File: src/core/tmrirq_pkg.sv
// package: register map, bit positions and carriers for the timer irq flag block
package tmrirq_pkg;

  // ---------------------------------------------------------------
  // register byte offsets on the axi4-lite bus
  // ---------------------------------------------------------------
  localparam logic [7:0] OFS_FLAGS   = 8'h00; // timer_event_flags, w1c
  localparam logic [7:0] OFS_ENABLES = 8'h04; // timer_event_enables
  localparam logic [7:0] OFS_CTRL    = 8'h08; // global irq flag + waveform mode
  localparam logic [7:0] OFS_STATUS  = 8'h0C; // pending vector view

  // ---------------------------------------------------------------
  // bit positions shared by flags and enables
  // ---------------------------------------------------------------
  localparam int BIT_OVF  = 0;
  localparam int BIT_CMPA = 1;
  localparam int BIT_CMPB = 2;
  localparam int BIT_CAPT = 5;
  localparam logic [7:0] FLAG_MASK  = 8'h27; // implemented bits only
  localparam logic [7:0] FLAGS_RST  = 8'h00;
  localparam logic [7:0] ENABLE_RST = 8'h00;

  // ctrl register fields
  localparam int CTRL_GIE    = 0;     // global interrupt flag
  localparam int CTRL_WGM_LO = 4;     // waveform_mode_select [7:4]
  localparam logic [4:0] CTRL_MASK  = 5'h1F;
  localparam logic [4:0] CTRL_RST   = 5'h00;

  // waveform modes that raise overflow on counter wrap
  localparam logic [3:0] WGM_NORMAL   = 4'h0;
  localparam logic [3:0] WGM_CTC_OCRA = 4'h4;
  localparam logic [3:0] WGM_CTC_ICR  = 4'hC;
  // modes where capture_register is top
  localparam logic [3:0] WGM_PFC_ICR  = 4'h8;
  localparam logic [3:0] WGM_PC_ICR   = 4'hA;
  localparam logic [3:0] WGM_FAST_ICR = 4'hE;

  localparam logic [1:0] RESP_OKAY   = 2'h0;
  localparam logic [1:0] RESP_SLVERR = 2'h2;

  // events from the timer datapath, one cycle pulses
  typedef struct packed {
    logic capt_pin;  // qualified capture edge
    logic at_top;    // counter equals top this cycle
    logic cmp_a_eq;  // counter_value == compare_a_register
    logic cmp_b_eq;  // counter_value == compare_b_register
    logic wrap;      // counter overflow
    logic at_bottom; // counter reached bottom
  } tmrirq_evt_t;

  // vector acknowledge from the core, one cycle pulses
  typedef struct packed {
    logic capt;
    logic cmp_b;
    logic cmp_a;
    logic ovf;
  } tmrirq_ack_t;

endpackage

File: src/core/tmrirq_flag.sv
// one sticky event flag with w1c and vector-acknowledge clear
`timescale 1ns/1ps
module tmrirq_flag
(
  input  wire logic ref_clk_i,
  input  wire logic nrst_i,
  input  wire logic set_i,   // hardware event
  input  wire logic clr_i,   // write-one or acknowledge
  output logic      flag_o
);
  // ---------------------------------------------------------------
  // flag storage
  // ---------------------------------------------------------------
  wire logic next_flag = set_i | (flag_o & ~clr_i); // set beats clear

  // registered flag
  always_ff @(posedge ref_clk_i or negedge nrst_i)
  begin
    if (!nrst_i)
      flag_o <= 1'b0;
    else
      flag_o <= next_flag;
  end

  AST_SET_WINS: assert property (@(posedge ref_clk_i) disable iff (!nrst_i)
    set_i |=> flag_o) else $error("flag lost on simultaneous set");
endmodule

File: src/core/tmrirq_top.sv
// top: timer irq flags, enables, vector requests and axi4-lite slave
// ---------------------------------------------------------------
// Functional notes
// - compare-A vector needs enable, global, flag
// - overflow vector needs enable, global, flag
// - capture pin event sets capture flag bit5
// - capture-top mode sets capture flag at top
// - vector execute or write-one clears flag
// - compare-B flag set cycle after match
// - compare-A flag set cycle after match
// - forced compare strobes never set flags
// - overflow flag on wrap in normal/ctc
// - bits 7,6,4,3 read zero, ignore writes
// - capture vector needs enable, global, flag
// - compare-B vector needs enable, global, flag
// ---------------------------------------------------------------
`timescale 1ns/1ps
module tmrirq_top
(
  input  wire logic                   ref_clk_i,
  input  wire logic                   nrst_i,
  // timer datapath events
  input  wire tmrirq_pkg::tmrirq_evt_t evt_i,
  input  wire logic                   force_cmp_a_strobe_i,
  input  wire logic                   force_cmp_b_strobe_i,
  // processor core
  input  wire tmrirq_pkg::tmrirq_ack_t ack_i,
  output tmrirq_pkg::tmrirq_ack_t     vec_req_o,
  output logic                        irq_o,
  // axi4-lite slave
  input  wire logic [7:0]             s_axi_awaddr,
  input  wire logic                   s_axi_awvalid,
  output logic                        s_axi_awready,
  input  wire logic [31:0]            s_axi_wdata,
  input  wire logic [3:0]             s_axi_wstrb,
  input  wire logic                   s_axi_wvalid,
  output logic                        s_axi_wready,
  output logic [1:0]                  s_axi_bresp,
  output logic                        s_axi_bvalid,
  input  wire logic                   s_axi_bready,
  input  wire logic [7:0]             s_axi_araddr,
  input  wire logic                   s_axi_arvalid,
  output logic                        s_axi_arready,
  output logic [31:0]                 s_axi_rdata,
  output logic [1:0]                  s_axi_rresp,
  output logic                        s_axi_rvalid,
  input  wire logic                   s_axi_rready
);
  // ---------------------------------------------------------------
  // state
  // ---------------------------------------------------------------
  logic [7:0]  enables;   // timer_event_enables
  logic [4:0]  ctrl;      // gie + waveform mode
  logic [7:0]  aw_addr;   // latched write address
  logic [31:0] w_data;    // latched write data
  logic [3:0]  w_strb;    // latched strobes
  logic        aw_held;   // address captured
  logic        w_held;    // data captured
  logic [3:0]  flags4;    // capt, cmpb, cmpa, ovf

  // ---------------------------------------------------------------
  // write channel: accept aw and w in any order
  // ---------------------------------------------------------------
  // only byte lane 0 matters; upper lanes are dropped
  wire logic aw_take = s_axi_awvalid & s_axi_awready;
  wire logic w_take  = s_axi_wvalid & s_axi_wready;
  wire logic wr_go   = aw_held & w_held & ~s_axi_bvalid;
  wire logic wr_flg  = wr_go & (aw_addr == tmrirq_pkg::OFS_FLAGS) & w_strb[0];
  wire logic wr_en   = wr_go & (aw_addr == tmrirq_pkg::OFS_ENABLES) & w_strb[0];
  wire logic wr_ctl  = wr_go & (aw_addr == tmrirq_pkg::OFS_CTRL) & w_strb[0];
  wire logic wr_hit  = (aw_addr == tmrirq_pkg::OFS_FLAGS)
                     | (aw_addr == tmrirq_pkg::OFS_ENABLES)
                     | (aw_addr == tmrirq_pkg::OFS_CTRL)
                     | (aw_addr == tmrirq_pkg::OFS_STATUS);

  // channel handshakes; one write in flight
  always_ff @(posedge ref_clk_i or negedge nrst_i)
  begin
    if (!nrst_i)
    begin
      aw_held       <= 1'b0;
      w_held        <= 1'b0;
      aw_addr       <= 8'h00;
      w_data        <= 32'h0000_0000;
      w_strb        <= 4'h0;
      s_axi_awready <= 1'b0;
      s_axi_wready  <= 1'b0;
      s_axi_bvalid  <= 1'b0;
      s_axi_bresp   <= tmrirq_pkg::RESP_OKAY;
    end
    else
    begin
      s_axi_awready <= ~aw_held & ~aw_take & ~s_axi_bvalid;
      s_axi_wready  <= ~w_held & ~w_take & ~s_axi_bvalid;
      // address kept word aligned
      if (aw_take)
      begin
        aw_held <= 1'b1;
        aw_addr <= {s_axi_awaddr[7:2], 2'b00};
      end
      // data and strobes held until commit
      if (w_take)
      begin
        w_held <= 1'b1;
        w_data <= s_axi_wdata;
        w_strb <= s_axi_wstrb;
      end
      // both halves present: commit and respond
      if (wr_go)
      begin
        aw_held      <= 1'b0;
        w_held       <= 1'b0;
        s_axi_bvalid <= 1'b1;
        s_axi_bresp  <= wr_hit ? tmrirq_pkg::RESP_OKAY : tmrirq_pkg::RESP_SLVERR;
      end
      else if (s_axi_bvalid && s_axi_bready)
        s_axi_bvalid <= 1'b0;
    end
  end

  // ---------------------------------------------------------------
  // enables and control registers
  // ---------------------------------------------------------------
  // reserved enable bits stay zero
  always_ff @(posedge ref_clk_i or negedge nrst_i)
  begin
    if (!nrst_i)
    begin
      enables <= tmrirq_pkg::ENABLE_RST;
      ctrl    <= tmrirq_pkg::CTRL_RST;
    end
    else
    begin
      // software writes land in the commit cycle
      if (wr_en)
        enables <= w_data[7:0] & tmrirq_pkg::FLAG_MASK;
      if (wr_ctl)
        ctrl <= {w_data[7:4], w_data[0]} & tmrirq_pkg::CTRL_MASK;
    end
  end

  // control fields: bit 0 global, bits 4:1 mode
  wire logic       gie = ctrl[0];
  wire logic [3:0] wgm = ctrl[4:1];

  // ---------------------------------------------------------------
  // event qualification
  // ---------------------------------------------------------------
  // capture_register as top disconnects the pin
  wire logic icr_top = (wgm == tmrirq_pkg::WGM_CTC_ICR) | (wgm == tmrirq_pkg::WGM_PFC_ICR)
                     | (wgm == tmrirq_pkg::WGM_PC_ICR)  | (wgm == tmrirq_pkg::WGM_FAST_ICR);
  wire logic capt_evt = icr_top ? evt_i.at_top : evt_i.capt_pin;
  // normal and ctc flag on wrap; pwm modes use their own timing
  wire logic wrap_mode = (wgm == tmrirq_pkg::WGM_NORMAL) | (wgm == tmrirq_pkg::WGM_CTC_OCRA)
                       | (wgm == tmrirq_pkg::WGM_CTC_ICR);
  // phase-correct modes flag overflow at bottom
  wire logic pc_mode   = (wgm[3:2] == 2'b10) | (wgm[3:0] == 4'h1) | (wgm[3:0] == 4'h2)
                       | (wgm[3:0] == 4'h3);
  wire logic ovf_evt   = wrap_mode ? evt_i.wrap
                       : (pc_mode ? evt_i.at_bottom : evt_i.at_top);

  // match is registered so the flag rises the cycle after equality
  logic cmp_a_d;
  logic cmp_b_d;
  // force strobes are not inputs to this path
  always_ff @(posedge ref_clk_i or negedge nrst_i)
  begin
    if (!nrst_i)
    begin
      cmp_a_d <= 1'b0;
      cmp_b_d <= 1'b0;
    end
    else
    begin
      cmp_a_d <= evt_i.cmp_a_eq;
      cmp_b_d <= evt_i.cmp_b_eq;
    end
  end

  // ---------------------------------------------------------------
  // sticky flags, one instance per implemented bit
  // ---------------------------------------------------------------
  wire logic [3:0] set_v = {capt_evt, cmp_b_d, cmp_a_d, ovf_evt};
  // write-one clear; zero bits leave the flag alone
  wire logic [3:0] w1c_v = {4{wr_flg}} & {w_data[tmrirq_pkg::BIT_CAPT],
                                          w_data[tmrirq_pkg::BIT_CMPB],
                                          w_data[tmrirq_pkg::BIT_CMPA],
                                          w_data[tmrirq_pkg::BIT_OVF]};
  wire logic [3:0] ack_v = ack_i; // each ack clears its own flag
  // any clear source; set still wins in the flag
  wire logic [3:0] clr_v = w1c_v | ack_v;

  genvar gi;
  generate
    for (gi = 0; gi < 4; gi++)
    begin : g_flag
      tmrirq_flag u_flag
      (
        .ref_clk_i (ref_clk_i),
        .nrst_i    (nrst_i),
        .set_i     (set_v[gi]),
        .clr_i     (clr_v[gi]),
        .flag_o    (flags4[gi])
      );
    end
  endgenerate

  // software sees one byte of flags
  // packed byte view; reserved bits tied low
  wire logic [7:0] flags = {2'b00, flags4[3], 2'b00, flags4[2:0]};

  // ---------------------------------------------------------------
  // vector requests
  // ---------------------------------------------------------------
  wire logic [3:0] en4 = {enables[tmrirq_pkg::BIT_CAPT], enables[tmrirq_pkg::BIT_CMPB],
                          enables[tmrirq_pkg::BIT_CMPA], enables[tmrirq_pkg::BIT_OVF]};
  // from registered flags, so a request trails its flag by one cycle
  wire logic [3:0] req_now = flags4 & en4 & {4{gie}};

  // registered outputs
  always_ff @(posedge ref_clk_i or negedge nrst_i)
  begin
    if (!nrst_i)
    begin
      vec_req_o <= '0;
      irq_o     <= 1'b0;
    end
    else
    begin
      vec_req_o <= req_now;
      irq_o     <= |req_now;
    end
  end

  // ---------------------------------------------------------------
  // read channel
  // ---------------------------------------------------------------
  // reads decode the live address, no latch
  wire logic [7:0] rd_addr = {s_axi_araddr[7:2], 2'b00};
  wire logic rd_hit = (rd_addr == tmrirq_pkg::OFS_FLAGS) | (rd_addr == tmrirq_pkg::OFS_ENABLES)
                    | (rd_addr == tmrirq_pkg::OFS_CTRL)  | (rd_addr == tmrirq_pkg::OFS_STATUS);
  wire logic [31:0] rd_mux =
      (rd_addr == tmrirq_pkg::OFS_FLAGS)   ? {24'h000000, flags}
    : (rd_addr == tmrirq_pkg::OFS_ENABLES) ? {24'h000000, enables}
    : (rd_addr == tmrirq_pkg::OFS_CTRL)    ? {24'h000000, wgm, 3'b000, gie}
    : (rd_addr == tmrirq_pkg::OFS_STATUS)  ? {28'h0000000, vec_req_o}
    : 32'h0000_0000;
  wire logic ar_take = s_axi_arvalid & s_axi_arready;

  // one read in flight; data registered at the address handshake
  always_ff @(posedge ref_clk_i or negedge nrst_i)
  begin
    if (!nrst_i)
    begin
      s_axi_arready <= 1'b0;
      s_axi_rvalid  <= 1'b0;
      s_axi_rdata   <= 32'h0000_0000;
      s_axi_rresp   <= tmrirq_pkg::RESP_OKAY;
    end
    else
    begin
      s_axi_arready <= ~s_axi_rvalid & ~ar_take;
      // data sampled at the address handshake
      if (ar_take)
      begin
        s_axi_rvalid <= 1'b1;
        s_axi_rdata  <= rd_mux;
        s_axi_rresp  <= rd_hit ? tmrirq_pkg::RESP_OKAY : tmrirq_pkg::RESP_SLVERR;
      end
      else if (s_axi_rvalid && s_axi_rready)
        s_axi_rvalid <= 1'b0;
    end
  end

  // ---------------------------------------------------------------
  // checks
  // ---------------------------------------------------------------
  // flag set timing
  AST_CMPA_NEXT: assert property (@(posedge ref_clk_i) disable iff (!nrst_i)
    evt_i.cmp_a_eq |-> ##2 flags4[1]) else $error("compare-A flag not set");
  AST_CMPB_NEXT: assert property (@(posedge ref_clk_i) disable iff (!nrst_i)
    evt_i.cmp_b_eq |-> ##2 flags4[2]) else $error("compare-B flag not set");
  AST_FORCE_A: assert property (@(posedge ref_clk_i) disable iff (!nrst_i)
    (force_cmp_a_strobe_i && !cmp_a_d && !flags4[1]) |=> !flags4[1])
    else $error("force strobe set compare-A flag");
  AST_FORCE_B: assert property (@(posedge ref_clk_i) disable iff (!nrst_i)
    (force_cmp_b_strobe_i && !cmp_b_d && !flags4[2]) |=> !flags4[2])
    else $error("force strobe set compare-B flag");
  AST_CAPT_PIN: assert property (@(posedge ref_clk_i) disable iff (!nrst_i)
    (evt_i.capt_pin && !icr_top) |=> flags4[3]) else $error("capture flag missed");
  AST_CAPT_TOP: assert property (@(posedge ref_clk_i) disable iff (!nrst_i)
    (icr_top && evt_i.capt_pin && !evt_i.at_top && !flags4[3]) |=> !flags4[3])
    else $error("pin capture active in top mode");
  AST_OVF_WRAP: assert property (@(posedge ref_clk_i) disable iff (!nrst_i)
    (wrap_mode && evt_i.wrap) |=> flags4[0]) else $error("overflow flag missed");
  // clear paths
  AST_ACK_CLR: assert property (@(posedge ref_clk_i) disable iff (!nrst_i)
    (ack_i.ovf && !ovf_evt) |=> !flags4[0]) else $error("ack did not clear overflow");
  AST_ACK_CMPA: assert property (@(posedge ref_clk_i) disable iff (!nrst_i)
    (ack_i.cmp_a && !cmp_a_d) |=> !flags4[1])
    else $error("ack did not clear compare-A");
  AST_ACK_CMPB: assert property (@(posedge ref_clk_i) disable iff (!nrst_i)
    (ack_i.cmp_b && !cmp_b_d) |=> !flags4[2])
    else $error("ack did not clear compare-B");
  AST_ACK_CAPT: assert property (@(posedge ref_clk_i) disable iff (!nrst_i)
    (ack_i.capt && !capt_evt) |=> !flags4[3])
    else $error("ack did not clear capture");
  AST_W0_KEEP: assert property (@(posedge ref_clk_i) disable iff (!nrst_i)
    (wr_flg && !w_data[tmrirq_pkg::BIT_CAPT] && !ack_i.capt && flags4[3]) |=> flags4[3])
    else $error("zero write cleared capture flag");
  AST_ACK_OWN: assert property (@(posedge ref_clk_i) disable iff (!nrst_i)
    (ack_i == 4'h1 && !wr_flg && flags4[1]) |=> flags4[1])
    else $error("ack cleared another flag");
  // vector gating; reserved flag bits read zero
  AST_REQ_GATE: assert property (@(posedge ref_clk_i) disable iff (!nrst_i)
    vec_req_o[1] |-> $past(gie) && $past(en4[1]) && $past(flags4[1]))
    else $error("compare-A request without cause");
  AST_REQ_OVF: assert property (@(posedge ref_clk_i) disable iff (!nrst_i)
    (gie && en4[0] && flags4[0]) |=> vec_req_o[0]) else $error("overflow request missing");
  AST_REQ_CAPT: assert property (@(posedge ref_clk_i) disable iff (!nrst_i)
    vec_req_o[3] |-> $past(gie) && $past(en4[3]) && $past(flags4[3]))
    else $error("capture request ungated");
  AST_REQ_CMPB: assert property (@(posedge ref_clk_i) disable iff (!nrst_i)
    vec_req_o[2] |-> $past(gie) && $past(en4[2]) && $past(flags4[2]))
    else $error("compare-B request ungated");
  AST_IRQ_CAUSE: assert property (@(posedge ref_clk_i) disable iff (!nrst_i)
    irq_o |-> $past(gie) && ($past(flags4 & en4) != 4'h0))
    else $error("interrupt without enabled flag");
  AST_RSV_ZERO: assert property (@(posedge ref_clk_i) disable iff (!nrst_i)
    (s_axi_rvalid && $past(ar_take) && $past(rd_addr) == tmrirq_pkg::OFS_FLAGS)
    |-> s_axi_rdata[7:6] == 2'b00 && s_axi_rdata[4:3] == 2'b00)
    else $error("reserved flag bits read nonzero");

  // coverage of the main scenarios
  COV_IRQ:   cover property (@(posedge ref_clk_i) disable iff (!nrst_i) $rose(irq_o));
  COV_RACE:  cover property (@(posedge ref_clk_i) disable iff (!nrst_i) set_v[3] && clr_v[3]);
  COV_ACK:   cover property (@(posedge ref_clk_i) disable iff (!nrst_i) ack_i != 4'h0);
  COV_W1C:   cover property (@(posedge ref_clk_i) disable iff (!nrst_i) wr_flg && |w1c_v);
  COV_TOPCP: cover property (@(posedge ref_clk_i) disable iff (!nrst_i) icr_top && capt_evt);
endmodule

File: config.mk
export PLATFORM = sky130hd
export DESIGN_NAME = tmrirq_top
export DESIGN_NICKNAME = d
export VERILOG_FILES = /design/src/core/tmrirq_pkg.sv /design/src/core/tmrirq_flag.sv /design/src/core/tmrirq_top.sv
export SDC_FILE = /design/constraint.sdc
export NUM_CORES = 1
export LEC_CHECK = 0
export ABC_AREA = 0
export BUFFER_PORTS_ARGS = -buffer_cell sky130_fd_sc_hd__buf_4
export CORE_AREA = 2 2 75 77
export DETAILED_ROUTE_END_ITERATION = 12
export DIE_AREA = 0 0 77 79
export GPL_ROUTABILITY_DRIVEN = 0
export PLACE_DENSITY_LB_ADDON = 0.08
export SLEW_MARGIN = 20
export SYNTH_ARGS = -nofsm -noshare
export SYNTH_HDL_FRONTEND = slang
export SYNTH_SLANG_ARGS = --single-unit
File: constraint.sdc
create_clock -name ref_clk_i -period 2 [get_ports ref_clk_i]
set_input_delay 0.4 -clock ref_clk_i [delete_from_list [all_inputs] [get_ports ref_clk_i]]
set_output_delay 0.4 -clock ref_clk_i [all_outputs]
set_load 0.05 [all_outputs]
==> report_table.html <==
<table>
<tr><th>Metric</th><th>Value</th></tr>
<tr><th colspan="2">Status</th></tr>
<tr><td>Run status</td><td>complete, no violations</td></tr>
<tr><th colspan="2">Critical path</th></tr>
<tr><td>Critical-path cell list</td><td>or4_4 -&gt; or4_1 -&gt; a31o_1</td></tr>
<tr><td>End of the worst register-to-register path</td><td>g_flag[2].u_flag.flag_o$_DFF_PN0_</td></tr>
<tr><td>Type of the worst setup path</td><td>reg -&gt; reg</td></tr>
<tr><td>Number of cells on the worst reg-to-reg path</td><td>3</td></tr>
<tr><td>Critical path endpoint category</td><td>register</td></tr>
<tr><td>Critical Path Stages</td><td>3</td></tr>
<tr><td>Worst endpoint data arrival time</td><td>2030 ps</td></tr>
<tr><td>Buffers and inverters on the worst path</td><td>0</td></tr>
<tr><td>CP Max Fanout</td><td>4</td></tr>
<tr><td>Delay contributed by the slowest stage of the critical path</td><td>~570 ps</td></tr>
<tr><td>Cell family contributing the most delay on the critical path</td><td>simple AND/OR/NAND/NOR gates</td></tr>
<tr><td>Reg2reg start</td><td>aw_addr[5]$_DFFE_PN0P_</td></tr>
<tr><td>Startpoint kind of the worst setup timing path</td><td>register</td></tr>
<tr><td>Minimum setup slack among reg-to-reg paths</td><td>around 170 ps</td></tr>
<tr><td>Data required time at the worst endpoint</td><td>between 2000 and 2500 ps</td></tr>
<tr><td>Worst path slowest cell</td><td>or4_4</td></tr>
<tr><th colspan="2">Layout</th></tr>
<tr><td>Finished Core Util</td><td>between 50% and 60%</td></tr>
<tr><td>Number of nets in the finished design</td><td>313</td></tr>
<tr><td>Number of non-filler instances in the completed layout</td><td>about 320</td></tr>
<tr><td>Layout cell share with drive strength beyond 1</td><td>between 30% and 40%</td></tr>
<tr><td>Diode insertion count for antenna repair</td><td>0</td></tr>
<tr><td>P&amp;R area growth vs syn</td><td>22.8%</td></tr>
<tr><th colspan="2">STA</th></tr>
<tr><td>Clock period minus final worst setup slack</td><td>between 1500 and 2000 ps</td></tr>
<tr><td>Final worst-path setup slack</td><td>roughly 170 ps</td></tr>
<tr><td>Worst hold slack</td><td>about 110 ps</td></tr>
<tr><td>Final Setup Violations</td><td>0</td></tr>
<tr><td>Unrepaired setup endpoints after global routing</td><td>false</td></tr>
<tr><td>Max-slew violation total from the final report</td><td>0</td></tr>
<tr><td>Achievable Freq</td><td>545 MHz</td></tr>
<tr><td>Total Negative Setup Slacks</td><td>0 ps</td></tr>
<tr><td>Max-slew headroom at the worst pin</td><td>roughly 58%</td></tr>
<tr><td>Hold Vio Cnt, Final</td><td>0</td></tr>
<tr><td>Actual transition at the worst max-transition pin</td><td>around 640 ps</td></tr>
<tr><td>Clock Skews</td><td>~7.4 ps</td></tr>
<tr><td>Share of the cycle needed by the critical path after routing</td><td>between 90% and 100%</td></tr>
<tr><th colspan="2">Power</th></tr>
<tr><td>Standby leakage power</td><td>1.40 nW</td></tr>
<tr><td>Maximum ir drop on the vdd rail</td><td>0.000724 V</td></tr>
<tr><td>Total power per unit cell area</td><td>1150 nW/µm²</td></tr>
<tr><th colspan="2">Min path</th></tr>
<tr><td>Path category of the worst min-delay check</td><td>in -&gt; async</td></tr>
<tr><th colspan="2">Routing</th></tr>
<tr><td>Via-per-instance ratio</td><td>between 4 and 5</td></tr>
<tr><td>Remaining design rule violation count</td><td>0</td></tr>
<tr><td>First-iteration detailed-routing DRC count</td><td>55</td></tr>
<tr><td>Via total after detailed routing</td><td>between 1k and 1.5k</td></tr>
<tr><td>Routed len/inst</td><td>roughly 13 µm</td></tr>
<tr><td>WL final</td><td>~4.1 mm</td></tr>
<tr><td>Post-route antenna net violation count</td><td>0</td></tr>
<tr><td>First-pass detailed-route iteration total</td><td>4</td></tr>
<tr><th colspan="2">Die</th></tr>
<tr><td>Starting density of the core</td><td>a little over two fifths</td></tr>
<tr><td>Overall die width</td><td>~77 µm</td></tr>
<tr><td>Row count</td><td>27</td></tr>
<tr><td>Number of placed I/O pins</td><td>between 100 and 150</td></tr>
<tr><td>Vert. Die Dim</td><td>79 µm</td></tr>
<tr><td>DIE AREA</td><td>6080 µm²</td></tr>
<tr><td>Core ar.</td><td>around 5300 µm²</td></tr>
<tr><th colspan="2">GRT</th></tr>
<tr><td>GRT Residual Overflow</td><td>0</td></tr>
<tr><td>Number of global-route vias before repair</td><td>about 1.4k</td></tr>
<tr><td>Maximum number of pins on one net before global-route repair</td><td>52</td></tr>
<tr><td>Aggregate global-route resource usage</td><td>~14%</td></tr>
<tr><td>Initial antenna violation count</td><td>0</td></tr>
<tr><td>Global-route wire length before repair</td><td>between 6 and 7 mm</td></tr>
<tr><th colspan="2">Yosys</th></tr>
<tr><td>Biggest area consumer among synthesized cells</td><td>dfrtp_1</td></tr>
<tr><td>Post-synthesis instance area</td><td>~2300 µm²</td></tr>
<tr><td>Seq/Total Area, Yosys</td><td>between 50% and 60%</td></tr>
<tr><td>Count of warnings emitted by yosys</td><td>0</td></tr>
<tr><td>Top cell type's share of synthesized area</td><td>56.2%</td></tr>
<tr><td>Synth Instances</td><td>around 180</td></tr>
<tr><td>Synth unique cells</td><td>33</td></tr>
<tr><td>Ys flop type</td><td>dfrtp_1</td></tr>
<tr><td>Number of flops mapped to enable cells by yosys</td><td>0</td></tr>
<tr><td>Top area cells in the synthesized netlist</td><td>dfrtp_1 (56%), mux2_2 (12%), buf_4 (8.6%), a22o_1 (3.5%), nand2b_1 (1.4%)</td></tr>
<tr><td>Flip-flop and latch count after synthesis</td><td>roughly 50</td></tr>
<tr><td>Syn_area_per_cell</td><td>around 13 µm²</td></tr>
<tr><td>Async SR Flop Fraction</td><td>between 90% and 100%</td></tr>
<tr><th colspan="2">Place</th></tr>
<tr><td>Count of input and output buffers</td><td>56</td></tr>
<tr><td>Pre-CTS worst setup slack</td><td>157 ps</td></tr>
<tr><td>HPWL Detailed</td><td>slightly above 3 mm</td></tr>
<tr><td>Post-placement cell count</td><td>about 300</td></tr>
<tr><th colspan="2">Clock network</th></tr>
<tr><td>H-tree depth</td><td>2</td></tr>
<tr><td>Clock Tree Buf Depth</td><td>2</td></tr>
<tr><td>Number of clock buffers inserted by TritonCTS</td><td>5</td></tr>
<tr><td>Setup Fix Bufs, Post-CTS</td><td>0</td></tr>
<tr><td>CTS tree</td><td>built</td></tr>
<tr><td>Hold buffer count at CTS</td><td>0</td></tr>
<tr><td>Resized Gates After CTS</td><td>0</td></tr>
<tr><td>CTS sink count</td><td>slightly above 50</td></tr>
<tr><td>Clock-pin slew on the worst setup and hold paths</td><td>approximately 90 ps</td></tr>
<tr><td>Clock Root Buffer</td><td>clkbuf_8</td></tr>
<tr><td>Clock insertion delay at the later pin of the skew report</td><td>around 300 ps</td></tr>
<tr><th colspan="2">Flow run</th></tr>
<tr><td>Max-Cap Viols</td><td>0</td></tr>
</table>
## worst max path at each step
stage / to / from / slack, ps
2_1_floorplan: g_flag[1].u_flag.flag_o$_DFF_PN0_ / aw_addr[5]$_DFFE_PN0P_ / 270
3_5_place_dp: g_flag[2].u_flag.flag_o$_DFF_PN0_ / aw_addr[5]$_DFFE_PN0P_ / 160
5_1_grt: g_flag[1].u_flag.flag_o$_DFF_PN0_ / aw_addr[5]$_DFFE_PN0P_ / 130
4_1_cts: g_flag[2].u_flag.flag_o$_DFF_PN0_ / aw_addr[5]$_DFFE_PN0P_ / 150
6_report: g_flag[2].u_flag.flag_o$_DFF_PN0_ / aw_addr[5]$_DFFE_PN0P_ / 170
3_3_place_gp: g_flag[2].u_flag.flag_o$_DFF_PN0_ / aw_addr[5]$_DFFE_PN0P_ / 170
## cells in the mapped netlist, types with 4 or more instances
master	n
a21oi_1	5
a22o_1	9
and3_1	4
buf_4	26
clkbuf_1	4
dfrtp_1	51
inv_1	5
mux2_2	25
nand2b_1	5
nor2_1	6
nor2b_1	4
nor4_1	4
or4_1	4
## cell usage in the layout, fill, tap and decap left out
master     n
nand4b_1   1
and3_1     4
nand2b_1   5
nand3b_1   1
a31o_1     2
or4_4      1
nor4_1     4
or3_1      1
nand2_1    3
nor2b_1    4
dfrtp_1   51
or2b_2     2
a32o_1     1
clkbuf_1   1
o22ai_1    1
clkbuf_8   7
conb_1    26
inv_1      5
a22o_1     9
mux2i_1    2
a21boi_0   1
mux4_2     1
buf_4     59
and3b_1    1
o21ai_0    3
a21o_1     1
o21bai_1   1
nor3_1     2
a21oi_1    5
nor2_1     6
nand4_1    2
o32ai_1    1
or4_1      4
mux2_2    25
## state kept, by name, summed over array words and instances (netlist names), 4 cells and up
| signal | cells |
|---|---|
| aw_addr | 6 |
| vec_req_o | 4 |
| w_data | 7 |
| s_axi_rdata | 8 |
| ctrl | 5 |
| g_flag.u_flag.flag_o | 4 |
| enables | 4 |
## cell families after synthesis
logic type	count (synthesis)	share of synthesized area, %
flip-flops	51	56.2
AND/OR/NAND/NOR	41	11.1
buffers and inverters	35	10.1
multiplexers	28	14.3
AO/OA/AOI/OAI	25	8.10
other	1	0.165
## routing by layer
metal | vias to the layer above | part of all wire, % | wire length (µm) | track usage, %
met5 | - | 0 | 0 | 0
met4 | 0 | 1.6 | 64 | 5.89
met3 | 6 | 7.3 | 303 | 4.32
met2 | 62 | 46 | 1900 | 22.2
met1 | 717 | 45 | 1860 | 18.3
li1 | 710 | - | - | -
## per-stage QoR
| stage | total power [W] | cell area, µm² |
|---|---|---|
| after floorplan | 0.00234 | 2360 |
| after global placement | 0.00260 | 2690 |
| after detailed placement | 0.00262 | 2690 |
| after CTS | 0.00326 | 2790 |
| after global routing | 0.00342 | 2790 |
| final | 0.00322 | 2790 |
## cell type report
type | count | area (µm²)
clock buffers | 8 | 100
fillers | 515 | 2550
inverters | 5 | 18.8
repair buffers | 59 | 443
well taps | 72 | 90.1
multi-input cells | 120 | 858
flip-flops and latches | 51 | 1280
## power by group
group | total, W | internal (W) | leakage (nW) | switching, W
combinational | 0.00100 | 0.000452 | 0.708 | 0.000552
clock | 0.000631 | 0.000316 | 0.0515 | 0.000315
sequential | 0.00158 | 0.00133 | 0.641 | 0.000256
Power figures use the tool's default switching activity.
